==> src/include/clkgen_pkg.sv <==
/*
 * constants for the clock generator reprogramming block: apb offsets,
 * field positions, reset values (also the nv page-zero image), codes
 * and timing counts.
 * assumes a 200 MHz system clock and a 32-bit apb master.
 */
package clkgen_pkg;
    // clock and restart timing
    localparam int CLK_MHZ         = 200;           // system clock rate
    localparam int RESTART_TIME_US = 1000;          // restart delay, 1 ms
    localparam int RESTART_CYCLES  = RESTART_TIME_US * CLK_MHZ;
    localparam int CNT_W           = 20;            // restart counter width

    // apb byte offsets
    localparam logic [7:0] OFS_CTRL   = 8'h00;      // power-down, autoload
    localparam logic [7:0] OFS_FINT   = 8'h04;      // frac divider integer
    localparam logic [7:0] OFS_FNUM   = 8'h08;      // frac divider numerator
    localparam logic [7:0] OFS_CHDIV  = 8'h0C;      // channel/ref/state divs
    localparam logic [7:0] OFS_FMT    = 8'h10;      // formats, ref pin
    localparam logic [7:0] OFS_STATUS = 8'h14;      // read-only status
    localparam logic [7:0] OFS_TRIM   = 8'h18;      // resonator trim, ro

    // field positions
    localparam int CTRL_PDN_BIT  = 0;               // power_down_request
    localparam int CTRL_NVD_BIT  = 1;               // nv_autoload_disable
    localparam int CHD_CH0_LSB   = 0;               // chan0_divide [1:0]
    localparam int CHD_CH1_LSB   = 2;               // chan1_divide [3:2]
    localparam int CHD_REF_LSB   = 4;               // ref divide [5:4]
    localparam int CHD_SEL_BIT   = 8;               // out1_chan_select
    localparam int CHD_SCLK_LSB  = 12;              // state_clock_divide
    localparam int FMT_OUT0_LSB  = 0;               // out0_format [2:0]
    localparam int FMT_OUT1_LSB  = 4;               // out1_format [6:4]
    localparam int FMT_REF_LSB   = 8;               // ref_pin_function [9:8]

    // divider codes: only /2, /4, /8 exist, zero rounds up to /2
    localparam logic [1:0] DIV_2 = 2'h1;
    localparam logic [1:0] DIV_4 = 2'h2;
    localparam logic [1:0] DIV_8 = 2'h3;

    // output format codes
    localparam logic [2:0] FMT_OFF         = 3'h0;
    localparam logic [2:0] FMT_LPHCSL      = 3'h1;
    localparam logic [2:0] FMT_LVDS        = 3'h2;
    localparam logic [2:0] FMT_LVCMOS_DIFF = 3'h3;  // p and ~p, cmos levels
    localparam logic [2:0] FMT_LVCMOS_INPH = 3'h4;  // p and p in phase

    // ref pin function codes
    localparam logic [1:0] REFPIN_INPUT  = 2'h0;
    localparam logic [1:0] REFPIN_CLKOUT = 2'h3;    // extra ref clock out

    // reset values, also restored by the nv page-zero autoload
    localparam logic [7:0]  FINT_RST  = 8'h0C;
    localparam logic [23:0] FNUM_RST  = 24'h000000;
    localparam logic [1:0]  CH0_RST   = DIV_2;
    localparam logic [1:0]  CH1_RST   = DIV_2;
    localparam logic [1:0]  REFD_RST  = DIV_8;
    localparam logic        SEL_RST   = 1'b0;       // out1 on channel 0
    localparam logic [3:0]  SCLK_RST  = 4'h2;
    localparam logic [2:0]  FMT_RST   = FMT_LPHCSL;
    localparam logic [1:0]  REFP_RST  = REFPIN_INPUT;

    // generator states
    typedef enum logic [1:0] {
        ST_RUN     = 2'b00,                         // outputs running
        ST_LOWPWR  = 2'b01,                         // held powered down
        ST_RESTART = 2'b10                          // waiting restart delay
    } gen_state_t;
endpackage

==> src/hdl/clkgen_reprog.sv <==
/*
 * digital side of the resonator clock generator: apb register file,
 * power-down sequencing with timed restart, nv autoload, channel and
 * reference dividers, output format shaping and state-machine clock tick.
 * assumes clk_in stands for the channel-zero source clock and that the
 * trim value arrives from fuses on resonator_trim_in.
 */
// Decided for this implementation: the register offsets and the APB register port.
// Operation
// - outputs start about 1 ms after release
// - dividers give /2 /4 /8, no /5
// - out1 selects channel zero after reset
// - formats include differential lvcmos
// - ref pin can be extra clock output
// - autoload disable stops page-zero load
// - state clock is source over two plus divider
// - resonator trim is signed, read only
`timescale 1ns/1ps
module clkgen_reprog #(
    parameter int RESTART_CYCLES = clkgen_pkg::RESTART_CYCLES
) (
    input  wire logic        clk_in,            // 200 MHz system clock
    input  wire logic        reset_n_in,        // sync reset, active low
    input  wire logic        psel_in,           // apb select
    input  wire logic        penable_in,        // apb access phase
    input  wire logic        pwrite_in,         // apb write
    input  wire logic [7:0]  paddr_in,          // apb byte address
    input  wire logic [31:0] pwdata_in,         // apb write data
    input  wire logic [15:0] resonator_trim_in, // fused resonator trim
    output logic [31:0]      prdata_out,        // apb read data
    output logic             pready_out,        // apb ready
    output logic             pslverr_out,       // apb error
    output logic             out0_p_out,        // output 0 p phase
    output logic             out0_n_out,        // output 0 n phase
    output logic             out1_p_out,        // output 1 p phase
    output logic             out1_n_out,        // output 1 n phase
    output logic             ref_clk_out,       // ref pin clock output
    output logic             state_tick_out,    // state-machine clock tick
    output logic             running_out        // outputs running
);
    localparam logic [clkgen_pkg::CNT_W-1:0] RESTART_LAST =
        clkgen_pkg::CNT_W'(RESTART_CYCLES - 1);

    // the whole state of the block
    typedef struct packed {
        clkgen_pkg::gen_state_t         state;   // generator state
        logic [clkgen_pkg::CNT_W-1:0]   rcnt;    // restart counter
        logic                           power_down_request;     // power_down_request
        logic                           nvd;     // nv_autoload_disable
        logic [7:0]                     fint;    // frac_div0_integer
        logic [23:0]                    fnum;    // frac_div0_numerator
        logic [1:0]                     ch0div;  // chan0_divide
        logic [1:0]                     ch1div;  // chan1_divide
        logic [1:0]                     refdiv;  // ref divide
        logic                           sel1;    // out1_chan_select
        logic [3:0]                     sclk;    // state_clock_divide
        logic [2:0]                     fmt0;    // out0_format
        logic [2:0]                     fmt1;    // out1_format
        logic [1:0]                     refpin;  // ref_pin_function
        logic [2:0]                     dcnt;    // shared divide counter
        logic [4:0]                     scnt;    // state clock counter
        logic                           stick;   // state clock tick
        logic                           o0p;     // out0 p
        logic                           o0n;     // out0 n
        logic                           o1p;     // out1 p
        logic                           o1n;     // out1 n
        logic                           refclk;  // ref clock
        logic                           run;     // outputs running
        logic                           loaded;  // last restart autoloaded
        logic [31:0]                    rdata;   // apb read data
        logic                           rdy;     // apb ready
        logic                           err;     // apb error
    } st_t;

    st_t q;                                      // registered state
    st_t d;                                      // next state

    // picks a divided clock bit; zero code rounds up to /2
    function automatic logic div_bit(input logic [1:0] code,
                                     input logic [2:0] cnt);
        logic b;
        case (code)
            clkgen_pkg::DIV_4: b = cnt[1];
            clkgen_pkg::DIV_8: b = cnt[2];
            default:           b = cnt[0];
        endcase
        return b;
    endfunction

    logic        acc_wr;                         // write access taking effect
    logic        o0;                             // raw out0 clock
    logic        o1;                             // raw out1 clock
    logic        rck;                            // raw ref clock

    // next-state logic
    always_comb begin
        d = q;
        acc_wr = psel_in && penable_in && pwrite_in && q.rdy;
        // dividers run always; outputs gated by running
        d.dcnt = q.dcnt + 3'h1;
        o0  = div_bit(q.ch0div, q.dcnt);
        o1  = div_bit(q.sel1 ? q.ch1div : q.ch0div, q.dcnt);
        rck = div_bit(q.refdiv, q.dcnt);
        d.o0p = q.run && q.fmt0 != clkgen_pkg::FMT_OFF && o0;
        d.o1p = q.run && q.fmt1 != clkgen_pkg::FMT_OFF && o1;
        // in-phase cmos copies p, off drives 0, every other format drives ~p while running and 0 when stopped
        case (q.fmt0)
            clkgen_pkg::FMT_OFF:         d.o0n = 1'b0;
            clkgen_pkg::FMT_LVCMOS_INPH: d.o0n = q.run && o0;
            default:                     d.o0n = q.run && !o0;
        endcase
        case (q.fmt1)
            clkgen_pkg::FMT_OFF:         d.o1n = 1'b0;
            clkgen_pkg::FMT_LVCMOS_INPH: d.o1n = q.run && o1;
            default:                     d.o1n = q.run && !o1;
        endcase
        d.refclk = q.run && q.refpin == clkgen_pkg::REFPIN_CLKOUT
                   && rck;
        // state clock: one tick every 2 + divider source cycles
        if (q.scnt >= {1'b0, q.sclk} + 5'h01) begin
            d.scnt  = 5'h00;
            d.stick = 1'b1;
        end else begin
            d.scnt  = q.scnt + 5'h01;
            d.stick = 1'b0;
        end
        // generator sequencing
        case (q.state)
            clkgen_pkg::ST_RUN: begin
                if (q.power_down_request) begin
                    d.state = clkgen_pkg::ST_LOWPWR;
                    d.run   = 1'b0;
                end
            end
            clkgen_pkg::ST_LOWPWR: begin
                d.run = 1'b0;
                if (!q.power_down_request) begin
                    d.state  = clkgen_pkg::ST_RESTART;
                    d.rcnt   = '0;
                    d.loaded = !q.nvd;
                    // page-zero load unless disabled
                    if (!q.nvd) begin
                        d.fint   = clkgen_pkg::FINT_RST;
                        d.fnum   = clkgen_pkg::FNUM_RST;
                        d.ch0div = clkgen_pkg::CH0_RST;
                        d.ch1div = clkgen_pkg::CH1_RST;
                        d.refdiv = clkgen_pkg::REFD_RST;
                        d.sel1   = clkgen_pkg::SEL_RST;
                        d.sclk   = clkgen_pkg::SCLK_RST;
                        d.fmt0   = clkgen_pkg::FMT_RST;
                        d.fmt1   = clkgen_pkg::FMT_RST;
                        d.refpin = clkgen_pkg::REFP_RST;
                    end
                end
            end
            clkgen_pkg::ST_RESTART: begin
                if (q.power_down_request) begin
                    d.state = clkgen_pkg::ST_LOWPWR;
                end else if (q.rcnt == RESTART_LAST) begin
                    d.state = clkgen_pkg::ST_RUN;
                    d.run   = 1'b1;
                end else begin
                    d.rcnt = q.rcnt + 1'b1;
                end
            end
            default: d.state = clkgen_pkg::ST_LOWPWR;
        endcase
        // apb setup phase: decode, prepare answer for the access phase
        d.rdy = psel_in && !penable_in;
        if (psel_in && !penable_in) begin
            d.rdata = 32'h0000_0000;
            d.err   = 1'b0;
            case (paddr_in)
                clkgen_pkg::OFS_CTRL: begin
                    d.rdata[clkgen_pkg::CTRL_PDN_BIT] = q.power_down_request;
                    d.rdata[clkgen_pkg::CTRL_NVD_BIT] = q.nvd;
                end
                clkgen_pkg::OFS_FINT: d.rdata[7:0]  = q.fint;
                clkgen_pkg::OFS_FNUM: d.rdata[23:0] = q.fnum;
                clkgen_pkg::OFS_CHDIV: begin
                    d.rdata[clkgen_pkg::CHD_CH0_LSB +: 2] = q.ch0div;
                    d.rdata[clkgen_pkg::CHD_CH1_LSB +: 2] = q.ch1div;
                    d.rdata[clkgen_pkg::CHD_REF_LSB +: 2] = q.refdiv;
                    d.rdata[clkgen_pkg::CHD_SEL_BIT]      = q.sel1;
                    d.rdata[clkgen_pkg::CHD_SCLK_LSB +: 4] = q.sclk;
                end
                clkgen_pkg::OFS_FMT: begin
                    d.rdata[clkgen_pkg::FMT_OUT0_LSB +: 3] = q.fmt0;
                    d.rdata[clkgen_pkg::FMT_OUT1_LSB +: 3] = q.fmt1;
                    d.rdata[clkgen_pkg::FMT_REF_LSB +: 2]  = q.refpin;
                end
                clkgen_pkg::OFS_STATUS: d.rdata[4:0] =
                    {q.loaded, q.state, q.power_down_request, q.run};
                clkgen_pkg::OFS_TRIM: begin
                    d.rdata = {{16{resonator_trim_in[15]}},
                               resonator_trim_in};
                    d.err   = pwrite_in;
                end
                default: d.err = 1'b1;          // unmapped address
            endcase
        end
        // apb access phase: writes land on the ready edge
        if (acc_wr && !q.err) begin
            case (paddr_in)
                clkgen_pkg::OFS_CTRL: begin
                    d.power_down_request = pwdata_in[clkgen_pkg::CTRL_PDN_BIT];
                    d.nvd = pwdata_in[clkgen_pkg::CTRL_NVD_BIT];
                end
                clkgen_pkg::OFS_FINT: d.fint = pwdata_in[7:0];
                clkgen_pkg::OFS_FNUM: d.fnum = pwdata_in[23:0];
                clkgen_pkg::OFS_CHDIV: begin
                    d.ch0div = pwdata_in[clkgen_pkg::CHD_CH0_LSB +: 2];
                    d.ch1div = pwdata_in[clkgen_pkg::CHD_CH1_LSB +: 2];
                    d.refdiv = pwdata_in[clkgen_pkg::CHD_REF_LSB +: 2];
                    d.sel1   = pwdata_in[clkgen_pkg::CHD_SEL_BIT];
                    // state divider only moves while powered down
                    if (q.state == clkgen_pkg::ST_LOWPWR) begin
                        d.sclk = pwdata_in[clkgen_pkg::CHD_SCLK_LSB +: 4];
                    end
                end
                clkgen_pkg::OFS_FMT: begin
                    d.fmt0   = pwdata_in[clkgen_pkg::FMT_OUT0_LSB +: 3];
                    d.fmt1   = pwdata_in[clkgen_pkg::FMT_OUT1_LSB +: 3];
                    d.refpin = pwdata_in[clkgen_pkg::FMT_REF_LSB +: 2];
                end
                default: d.err = q.err;         // read-only or unmapped
            endcase
        end
    end

    // state register with synchronous reset
    always_ff @(posedge clk_in) begin
        if (!reset_n_in) begin
            q        <= '0;
            q.state  <= clkgen_pkg::ST_RESTART;
            q.fint   <= clkgen_pkg::FINT_RST;
            q.fnum   <= clkgen_pkg::FNUM_RST;
            q.ch0div <= clkgen_pkg::CH0_RST;
            q.ch1div <= clkgen_pkg::CH1_RST;
            q.refdiv <= clkgen_pkg::REFD_RST;
            q.sel1   <= clkgen_pkg::SEL_RST;
            q.sclk   <= clkgen_pkg::SCLK_RST;
            q.fmt0   <= clkgen_pkg::FMT_RST;
            q.fmt1   <= clkgen_pkg::FMT_RST;
            q.refpin <= clkgen_pkg::REFP_RST;
        end else begin
            q <= d;
        end
    end

    assign prdata_out     = q.rdata;
    assign pready_out     = q.rdy;
    assign pslverr_out    = q.err;
    assign out0_p_out     = q.o0p;
    assign out0_n_out     = q.o0n;
    assign out1_p_out     = q.o1p;
    assign out1_n_out     = q.o1n;
    assign ref_clk_out    = q.refclk;
    assign state_tick_out = q.stick;
    assign running_out    = q.run;
endmodule

==> config.mk <==
export PLATFORM = sky130hd
export DESIGN_NAME = clkgen_reprog
export DESIGN_NICKNAME = d
export VERILOG_FILES = /design/src/include/clkgen_pkg.sv /design/src/hdl/clkgen_reprog.sv
export SDC_FILE = /design/constraint.sdc
export NUM_CORES = 1
export LEC_CHECK = 0
export ABC_AREA = 1
export BUFFER_PORTS_ARGS = -buffer_cell sky130_fd_sc_hd__buf_4
export CAP_MARGIN = 0
export CORE_MARGIN = 3
export CORE_UTILIZATION = 40
export DETAILED_ROUTE_END_ITERATION = 12
export GPL_TIMING_DRIVEN = 0
export PLACE_DENSITY = 0.69
export SETUP_SLACK_MARGIN = 0.4
export SLEW_MARGIN = 40
export SYNTH_ARGS = -nofsm -noshare
export SYNTH_HDL_FRONTEND = slang
export SYNTH_SLANG_ARGS = --single-unit
export TNS_END_PERCENT = 20
==> constraint.sdc <==
create_clock -name clk_in -period 2.4 [get_ports clk_in]
set_clock_uncertainty 0.2 [all_clocks]
set_input_delay 0.24 -clock clk_in [delete_from_list [all_inputs] [get_ports clk_in]]
set_output_delay 0.24 -clock clk_in [all_outputs]
set_load 0.05 [all_outputs]
Yosys cells after proc, flatten, opt, wreduce, memory -nomap -nowiden:

Cells that the tools add are included.

* add/subtract/negate cells: 4
* $lt $le $gt $ge: 1
* eq/ne operators: 25
* mux-type cells: 45
* bitwise operators: 2
* reductions and logical operators: 36

Operators with widths (count)
* $mux W51: 4
* $mux W20: 2
* $pmux W20 S2: 1
* $eq A8 B5 Y1 const B: 3
* $mux W24: 1
* $mux W8: 3
* $mux W22: 1
* $add A20 B1 Y20 const B: 1
* $eq A20 B18 Y1 const B: 1
* $eq A2 B2 Y1 const B: 8
* $eq A8 B4 Y1 const B: 2
* $pmux W8 S2: 1
* $logic_and A1 B1 Y1: 15
* $pmux W2 S7: 1
* $ne A2 B2 Y1 const B: 6
* $pmux W1 S2: 6
* $pmux W1 S6: 2
* $pmux W4 S3: 1
* $mux W11: 1
* $pmux W1 S5: 2
* $pmux W1 S3: 3
* $reduce_bool A3 Y1: 3
* $eq A8 B3 Y1 const B: 1
* $logic_not A8 Y1: 1
* 24 further kinds: 43

* bits in registers: 125
* input port bits: 61
* output and inout port bits: 41
* word-level logic and storage cells: 140

Longest topological paths before layout:

Gate-level depths: netlist (run 1).

* word-level depth: 6
* depth in mapped cells: 12
* gate-level depth less buffers: 12

Worst setup path after synthesis (run 1):

OpenSTA, ideal clock, no wires.

* path kind: reg2reg
* start point: register q (netlist bit pslverr_out)
* end point: register q[72] (netlist name)
* library setup time: 122 ps
* data arrival time: 1582 ps
* required time: 2078 ps
* path slack: 496 ps
* stages on the path, launching flop included: 10
* path buffers: 2
* period minus slack after synthesis: 1904 ps
* cell sequence: dfxtp_1 inv_1 nand2_1 nor2_1 nand3_1 inv_1 nand2_1 buf_2 buf_2 a21oi_1

* longest elaborated chain between the ends: 3

RTL lines
* from (decl): line clkgen_reprog.sv:75 `st_t q;`
* $logic_not A1 Y1: line clkgen_reprog.sv:203 `if (acc_wr && !q.err) begin`
* $logic_and A1 B1 Y1: line clkgen_reprog.sv:203
* $mux W51: line clkgen_reprog.sv:203

No other way between the ends.
A chain may end at the register's enable or synchronous reset.

Worst setup path after layout (run 1):

* start point: register q[58] (netlist name)
* end point: register q[44] (netlist name)

* longest elaborated chain between the ends: 3

RTL lines
* $add A4 B1 Y5: line clkgen_reprog.sv:120 `if (q.scnt >= {1'b0, q.sclk} + 5'h01) begin`
* $ge A5 B5 Y1: line clkgen_reprog.sv:120
* $reduce_or A2 Y1 (no source line)

No other way between the ends.

==> results.toml, run 1 <==
[timing]
slew_violations = 0
grt_setup_unrepaired = "true"
hold_viol = 0
fmax_mhz = 501
finalSetupTns_ns = 0
layout_min_cycle_time_ns = 2.00
setup_viol = 0
slew_headroom_pct = 49.6
tightest_slew_ns = 0.756
period_share_pct = 83.2

[power]
ir_drop_v = 0.000490
pwr-share-seq_pct = 38.9
p_int_mw = 4.00
powerDensity_nw_per_um2 = 661
p_sw_mw = 1.27
pwr-share-clk_pct = 49.8
p_sw_share_pct = 24.1
p_leak_nw = 3.51
combPwrFrac_pct = 11.3

[final_layout]
area_delta_synth_final_pct = 34.0
stdcell_area_um2 = 7980
num_antenna_cells = 0
drive_gt1_share_pct = 22.2
fin_nets = 1091

[route]
drc = 0
first_iter_violations = 487
wl_per_cell_um = 15.0
detail-route-antenna-nets = 0
routed_via_density = 5.05
vias = 6135
wl_um = 18300
drt_pass1_iterations = 8

[grt]
grt.total_usage_pct = 22.0
grt_max_degree = 17
overflow = 0
grt_util_met1_pct = 28.3
grtUsageMet2_pct = 36.4
antenna_found_initial = 0
grt_pass1_vias = 5581
grt_pass1_wl_um = 28300
grt_busiest_layer = "met2"
grt_use_met3_pct = 4.71

[logic_synthesis]
yosys.cell_count.top_type = "nand2_1"
ys_seq_elements = 118
ys_warn_count = 0
synth_area_leader_cell = "dfxtp_1"
synthXorXnorAreaFrac_pct = 1.03
avgSynthCellArea_um2 = 6.86
synth-edff-count = 0
synth_fp_nets = 938
synthDistinctLibCells = 35
synth-compound-area-share_pct = 15.9
ys.flop_type = "dfxtp_1"
synth_simple_gate_area_share_pct = 28.7
synth_top_family_by_area = "simple AND/OR/NAND/NOR gates"
syn_area_um2 = 5950
async_reset_ff_share_pct = 0
ys_seq_area_share_pct = 39.7
syn_inst = 868
synthTopCellsByArea = "dfxtp_1 40%, nand2_1 14%, o21ai_0 6.7%"
synth.area.mux_share_pct = 0
netlist_top_cells_count = "216 x nand2_1, 118 x dfxtp_1, 84 x inv_1"
synth_fa_ha_area_share_pct = 1.89
yosys.area.top_type_share_pct = 39.7

[critical_path]
cp-start-kind = "register"
crit_fanout = 5
crit_chain = "ha_4 -> xnor2_1 -> ha_1 -> a21o_1 -> a21oi_2 -> and3_4 -> nand2_4 -> nor3_2"
endpoint_kind = "register"
crit_type = "reg2reg"
cp.required_ns = 2.54
cp_slowest_cell = "dfxtp_4"
critPathArrivalTime_ns = 2.14
worst_path_largest_cell_delay_ns = 0.36

[die]
dieWidth_um = 128
initial_core_util_pct = 41.9
fp.dieH_um = 128
core_um2 = 14200
pin_count = 102
fp-row-count = 43
die-area_um2 = 16400

[placed_design]
placed_area_um2 = 6870
dp.final_hpwl_um = 12600
place_congestion = 0.908
numPortBuffers = 92

[cts]
htree_levels = 4
clk_latency_ns = 0.42
clock_path_buffers = 2
cts_tree = "done"
cts_inserted_buffers = 17
cts-root-buf = "clkbuf_16"
clk_pin_slew_ns = 0.05
cts_sinks = 118

[run]
maxCapViolations = 0

[hold_path]
hold_path.class = "in2reg"

[run_status]
status = "complete, no violations"
-- metrics by stage --
| step | setup WS (ns) | hold WS, ns | cells | total power, mW | util, % |
|---|---|---|---|---|---|
| CTS | 0.381 | 0.00351 | 1204 | 5.26 | 55.0 |
| floorplan | 0.496 | 0.166 | 868 | 2.41 | - |
| global route | 0.322 | 0.0449 | 1214 | 5.45 | 56.1 |
| global placement | 0.298 | 0.243 | 1140 | 2.59 | 48.3 |
| detailed placement | 0.296 | 0.254 | 1140 | 2.60 | 48.3 |
| finish | 0.403 | 0.00835 | 1214 | 5.27 | 56.1 |
-- power by group through the flow --
| stage | Sequential [mW] | Combinational [mW] | Clock (mW) |
|---|---|---|---|
| final | 2.05 | 0.596 | 2.63 |
| after global routing | 2.06 | 0.650 | 2.74 |
| after CTS | 2.05 | 0.555 | 2.65 |
| after detailed placement | 2.09 | 0.505 | 0 |
| after global placement | 2.09 | 0.501 | 0 |
| after floorplan | 2.10 | 0.303 | 0 |
-- sequential cells by signal, summed over array words and instances (netlist names) --
register	count
ref_clk_out	1
pslverr_out	1
out1_n_out	1
out1_p_out	1
pready_out	1
q	84
prdata_out	25
state_tick_out	1
out0_n_out	1
out0_p_out	1
running_out	1
-- metal layers --
layer	vias to the layer above	share of wire (%)
met3	29	6.5
met4	0	1.9
li1	3094	-
met2	195	48
met5	-	0
met1	2817	44
-- worst max-delay path: cells and delay by family (launching register included) --
| kind | cells | cell delay (ns) |
|---|---|---|
| simple gates | 3 | 0.47 |
| fa+ha+maj | 2 | 0.49 |
| flops | 1 | 0.36 |
| compound gates | 2 | 0.28 |
| xor+xnor | 1 | 0.12 |
-- layout by cell type, fill, tap and decap left out, drive strengths merged, types with 2 or more instances in the layout --
cell type    instances
a21o                 2
a21oi               71
a31o                 8
a31oi                3
and2                 2
and3                 2
buf                156
bufinv               3
clkbuf              38
clkinv               7
dfxtp              118
dlygate4sd3         32
ha                   9
inv                 87
nand2              224
nand3               69
nand3b               2
nand4                5
nor2                89
nor3                 8
o211ai               4
o21ai               80
o21bai               2
o31ai                2
xnor2                3
xor2                 4
-- kinds of logic after synthesis --
family	count (synthesis)
AO/OA/AOI/OAI	175
AND/OR/NAND/NOR	402
flip-flops	118
XOR/XNOR	7
buffers and inverters	157
adder cells (fa/ha/maj)	9
-- repair_timing --
action | in CTS | in global routing
hold buffers | 32 | 0
buffers inserted | 0 | 9
gates cloned | 0 | 1
resized for setup | 4 | 22
endpoints found under the hold margin | 61 | 0
setup endpoints to repair | 31 | 68
pin swaps | 1 | 5
-- worst paths after layout --
check,slack (ns),start,endpoint,cells past startpoint
max,0.40,q[58],q[44],8
min,0.008,resonator_trim_in[8],prdata_out[8],5
max reg2reg,0.40,q[58],q[44],8
min reg2reg,0.26,q[42],q[42],1
-- final cells by class --
cell class | instances | area, um^2
fillers | 1398 | 6230
multi-input cells | 593 | 2890
flip-flops and latches | 118 | 2370
repair buffers | 134 | 1100
clock buffers | 22 | 484
plain buffers | 70 | 443
inverters | 87 | 327
well taps | 180 | 225
clock inverters | 10 | 125
(Power assumes the default switching activity.)
==> inputs of run 2 (changes only) <==
--- a/config.mk
+++ b/config.mk
@@ -12,7 +12,7 @@
 export CORE_UTILIZATION = 40
 export DETAILED_ROUTE_END_ITERATION = 12
 export GPL_TIMING_DRIVEN = 0
-export PLACE_DENSITY = 0.69
+export PLACE_DENSITY = 0.71
 export SETUP_SLACK_MARGIN = 0.4
 export SLEW_MARGIN = 40
 export SYNTH_ARGS = -nofsm -noshare
==> constraint.sdc (replaced) <==
create_clock -name clk_in -period 1.7 [get_ports clk_in]
set_clock_uncertainty 0.2 [all_clocks]
set_input_delay 0.17 -clock clk_in [delete_from_list [all_inputs] [get_ports clk_in]]
set_output_delay 0.17 -clock clk_in [all_outputs]
set_load 0.05 [all_outputs]
==> run 2 against run 1 <==
  * The run now ends with setup timing left
  * Via count rose by 12%
  * Fmax rose by 3.6%
  * Global-route usage rose by 3.3 points
  * Register-to-register slack got worse by 0.63 ns
  * Worst hold slack improved by 0.035 ns
  * Critical path depth did not move
  * Count of clock-buffer cells in the layout rose by 1
  * Largest cell class unchanged
==> results.toml, run 2 (synthesized netlist as in run 1, its figures left out) <==
[final_layout]
instances_no_fill = 1253
final_common_cell = "nand2_1"
register_area_um2 = 2450
largest_reg_flops = 84
layout_common_cells = "173 x nand2_1, 84 x buf_4, 69 x inv_1, 69 x dfxtp_1, 58 x nor2_1"
drive_gt1_share_pct = 45.6
multi_input_area_um2 = 3760
fill_cells = 961
top_register = "q"
num_antenna_cells = 0
area_delta_synth_final_pct = 66.5
fin_nets = 1131

[critical_path]
crit_type = "reg2reg"
critPathArrivalTime_ns = 2.08
critPathLaunch = "q[112]"
reg2reg_to = "q[119]"
cp.required_ns = 1.85
cp-start-kind = "register"
reg2reg_depth = 8
endpoint_kind = "register"
r2r_slack_ns = -0.23
r2r_start = "q[112]"
crit_fanout = 7
endpoint = "q[119]"

[cts]
clock_path_buffers = 2
clk_latency_ns = 0.42
cts_sinks = 118
clk_pin_slew_ns = 0.05
cts_tree = "done"
cts_inserted_buffers = 17
htree_levels = 4
cts-root-buf = "clkbuf_16"

[grt]
overflow = 0
antenna_found_initial = 0
grt_max_degree = 17
grt_pass1_vias = 6374
grt_pass1_wl_um = 32500
grt.total_usage_pct = 25.4

[placed_design]
placedCellCount = 1140
numPortBuffers = 92
dp.final_hpwl_um = 12700
place_congestion = 0.911

[timing]
slew_violations = 0
tightest_slew_ns = 0.759
period_share_pct = 113
layout_min_cycle_time_ns = 1.93
slew_headroom_pct = 49.4
fmax_mhz = 519
setup_ws_ns = -0.229
hold_viol = 0
setup_viol = 32
grt_setup_unrepaired = "true"

[route]
detail-route-antenna-nets = 0
drt_pass1_iterations = 6
vias = 6856
wl_per_cell_um = 18.0
drc = 0
wl_um = 22600
first_iter_violations = 731
routed_via_density = 5.47

[die]
dieWidth_um = 128
fp.dieH_um = 128
fp-row-count = 43
die-area_um2 = 16400
initial_core_util_pct = 41.9
pin_count = 102
core_um2 = 14200

[power]
p_leak_nw = 4.13
powerDensity_nw_per_um2 = 742
ir_drop_v = 0.000591
finalPower_mw = 7.35

[run_status]
status = "finished, violations left"
failed_checks = "setup timing"

[hold_path]
hold_path.class = "in2reg"

[run]
maxCapViolations = 0
[run 2: repair_timing]
action / CTS / global route
endpoints found under the setup margin: 149 / 151
pin swaps: 69 / 79
hold buffers: 38 / 0
endpoints found under the hold margin: 67 / 0
setup buffers: 24 / 17
gates cloned: 3 / 0
resized for setup: 302 / 180
[run 2: cell type report]
class	count	share of cell area [%]
plain buffers	70	7.87
flip-flops and latches	118	24.7
clock inverters	8	0.758
clock buffers	23	4.83
multi-input cells	593	38.0
well taps	180	2.27
inverters	87	3.63
repair buffers	174	17.9
[run 2: worst max-delay path, stage by stage (launching register included)]
cell and delay [ns]:
dfxtp_1 0.51, nand2_1 0.19, nor2_1 0.13, nand2_1 0.08, o21ai_0 0.34, nand3_1 0.17, nor2_2 0.13, nor2_1 0.05
nor2_1 0.07
[run 2: power breakdown]
part	internal (mW)	switching [mW]	leakage (nW)
Sequential	2.84	0.0646	0.978
Clock	2.11	1.28	0.261
Combinational	0.496	0.563	2.89
[run 2: worst min-delay path by stage]
stage	startpoint	to	slack, ns	cells past startpoint
floorplan	pwdata_in[4]	q[63]	0.1	2
detailed placement	pwdata_in[3]	q[96]	0.22	3
global route	resonator_trim_in[8]	prdata_out[8]	0.03	5
finish	resonator_trim_in[8]	prdata_out[8]	0.04	5
CTS	psel_in	pslverr_out	0.02	5
global placement	pwdata_in[3]	q[96]	0.22	3
[run 2: metrics by stage]
| stage | utilization, % | worst slack (ns) | setup TNS [ns] | hold WS (ns) | instance area (um^2) |
|---|---|---|---|---|---|
| after floorplan | - | -0.109 | -0.971 | 0.0964 | 6150 |
| after global placement | 49.7 | -0.298 | -16.85 | 0.216 | 7060 |
| after detailed placement | 49.7 | -0.318 | -16.92 | 0.219 | 7060 |
| after CTS | 64.9 | -0.216 | -1.24 | 0.0210 | 9210 |
| after global routing | 69.7 | -0.291 | -5.11 | 0.0288 | 9910 |
| final | 69.7 | -0.229 | -2.75 | 0.0435 | 9910 |
[run 2: layer usage]
| layer | global-route usage (%) | share of wire (%) | vias to the layer above | wire length, um |
|---|---|---|---|---|
| li1 | - | - | 3186 | - |
| met1 | 31.6 | 39 | 3198 | 8810 |
| met2 | 43.1 | 49 | 393 | 11000 |
| met3 | 4.08 | 8.7 | 79 | 1970 |
| met4 | 11.4 | 3.6 | 0 | 823 |
| met5 | 0 | 0 | - | 0 |
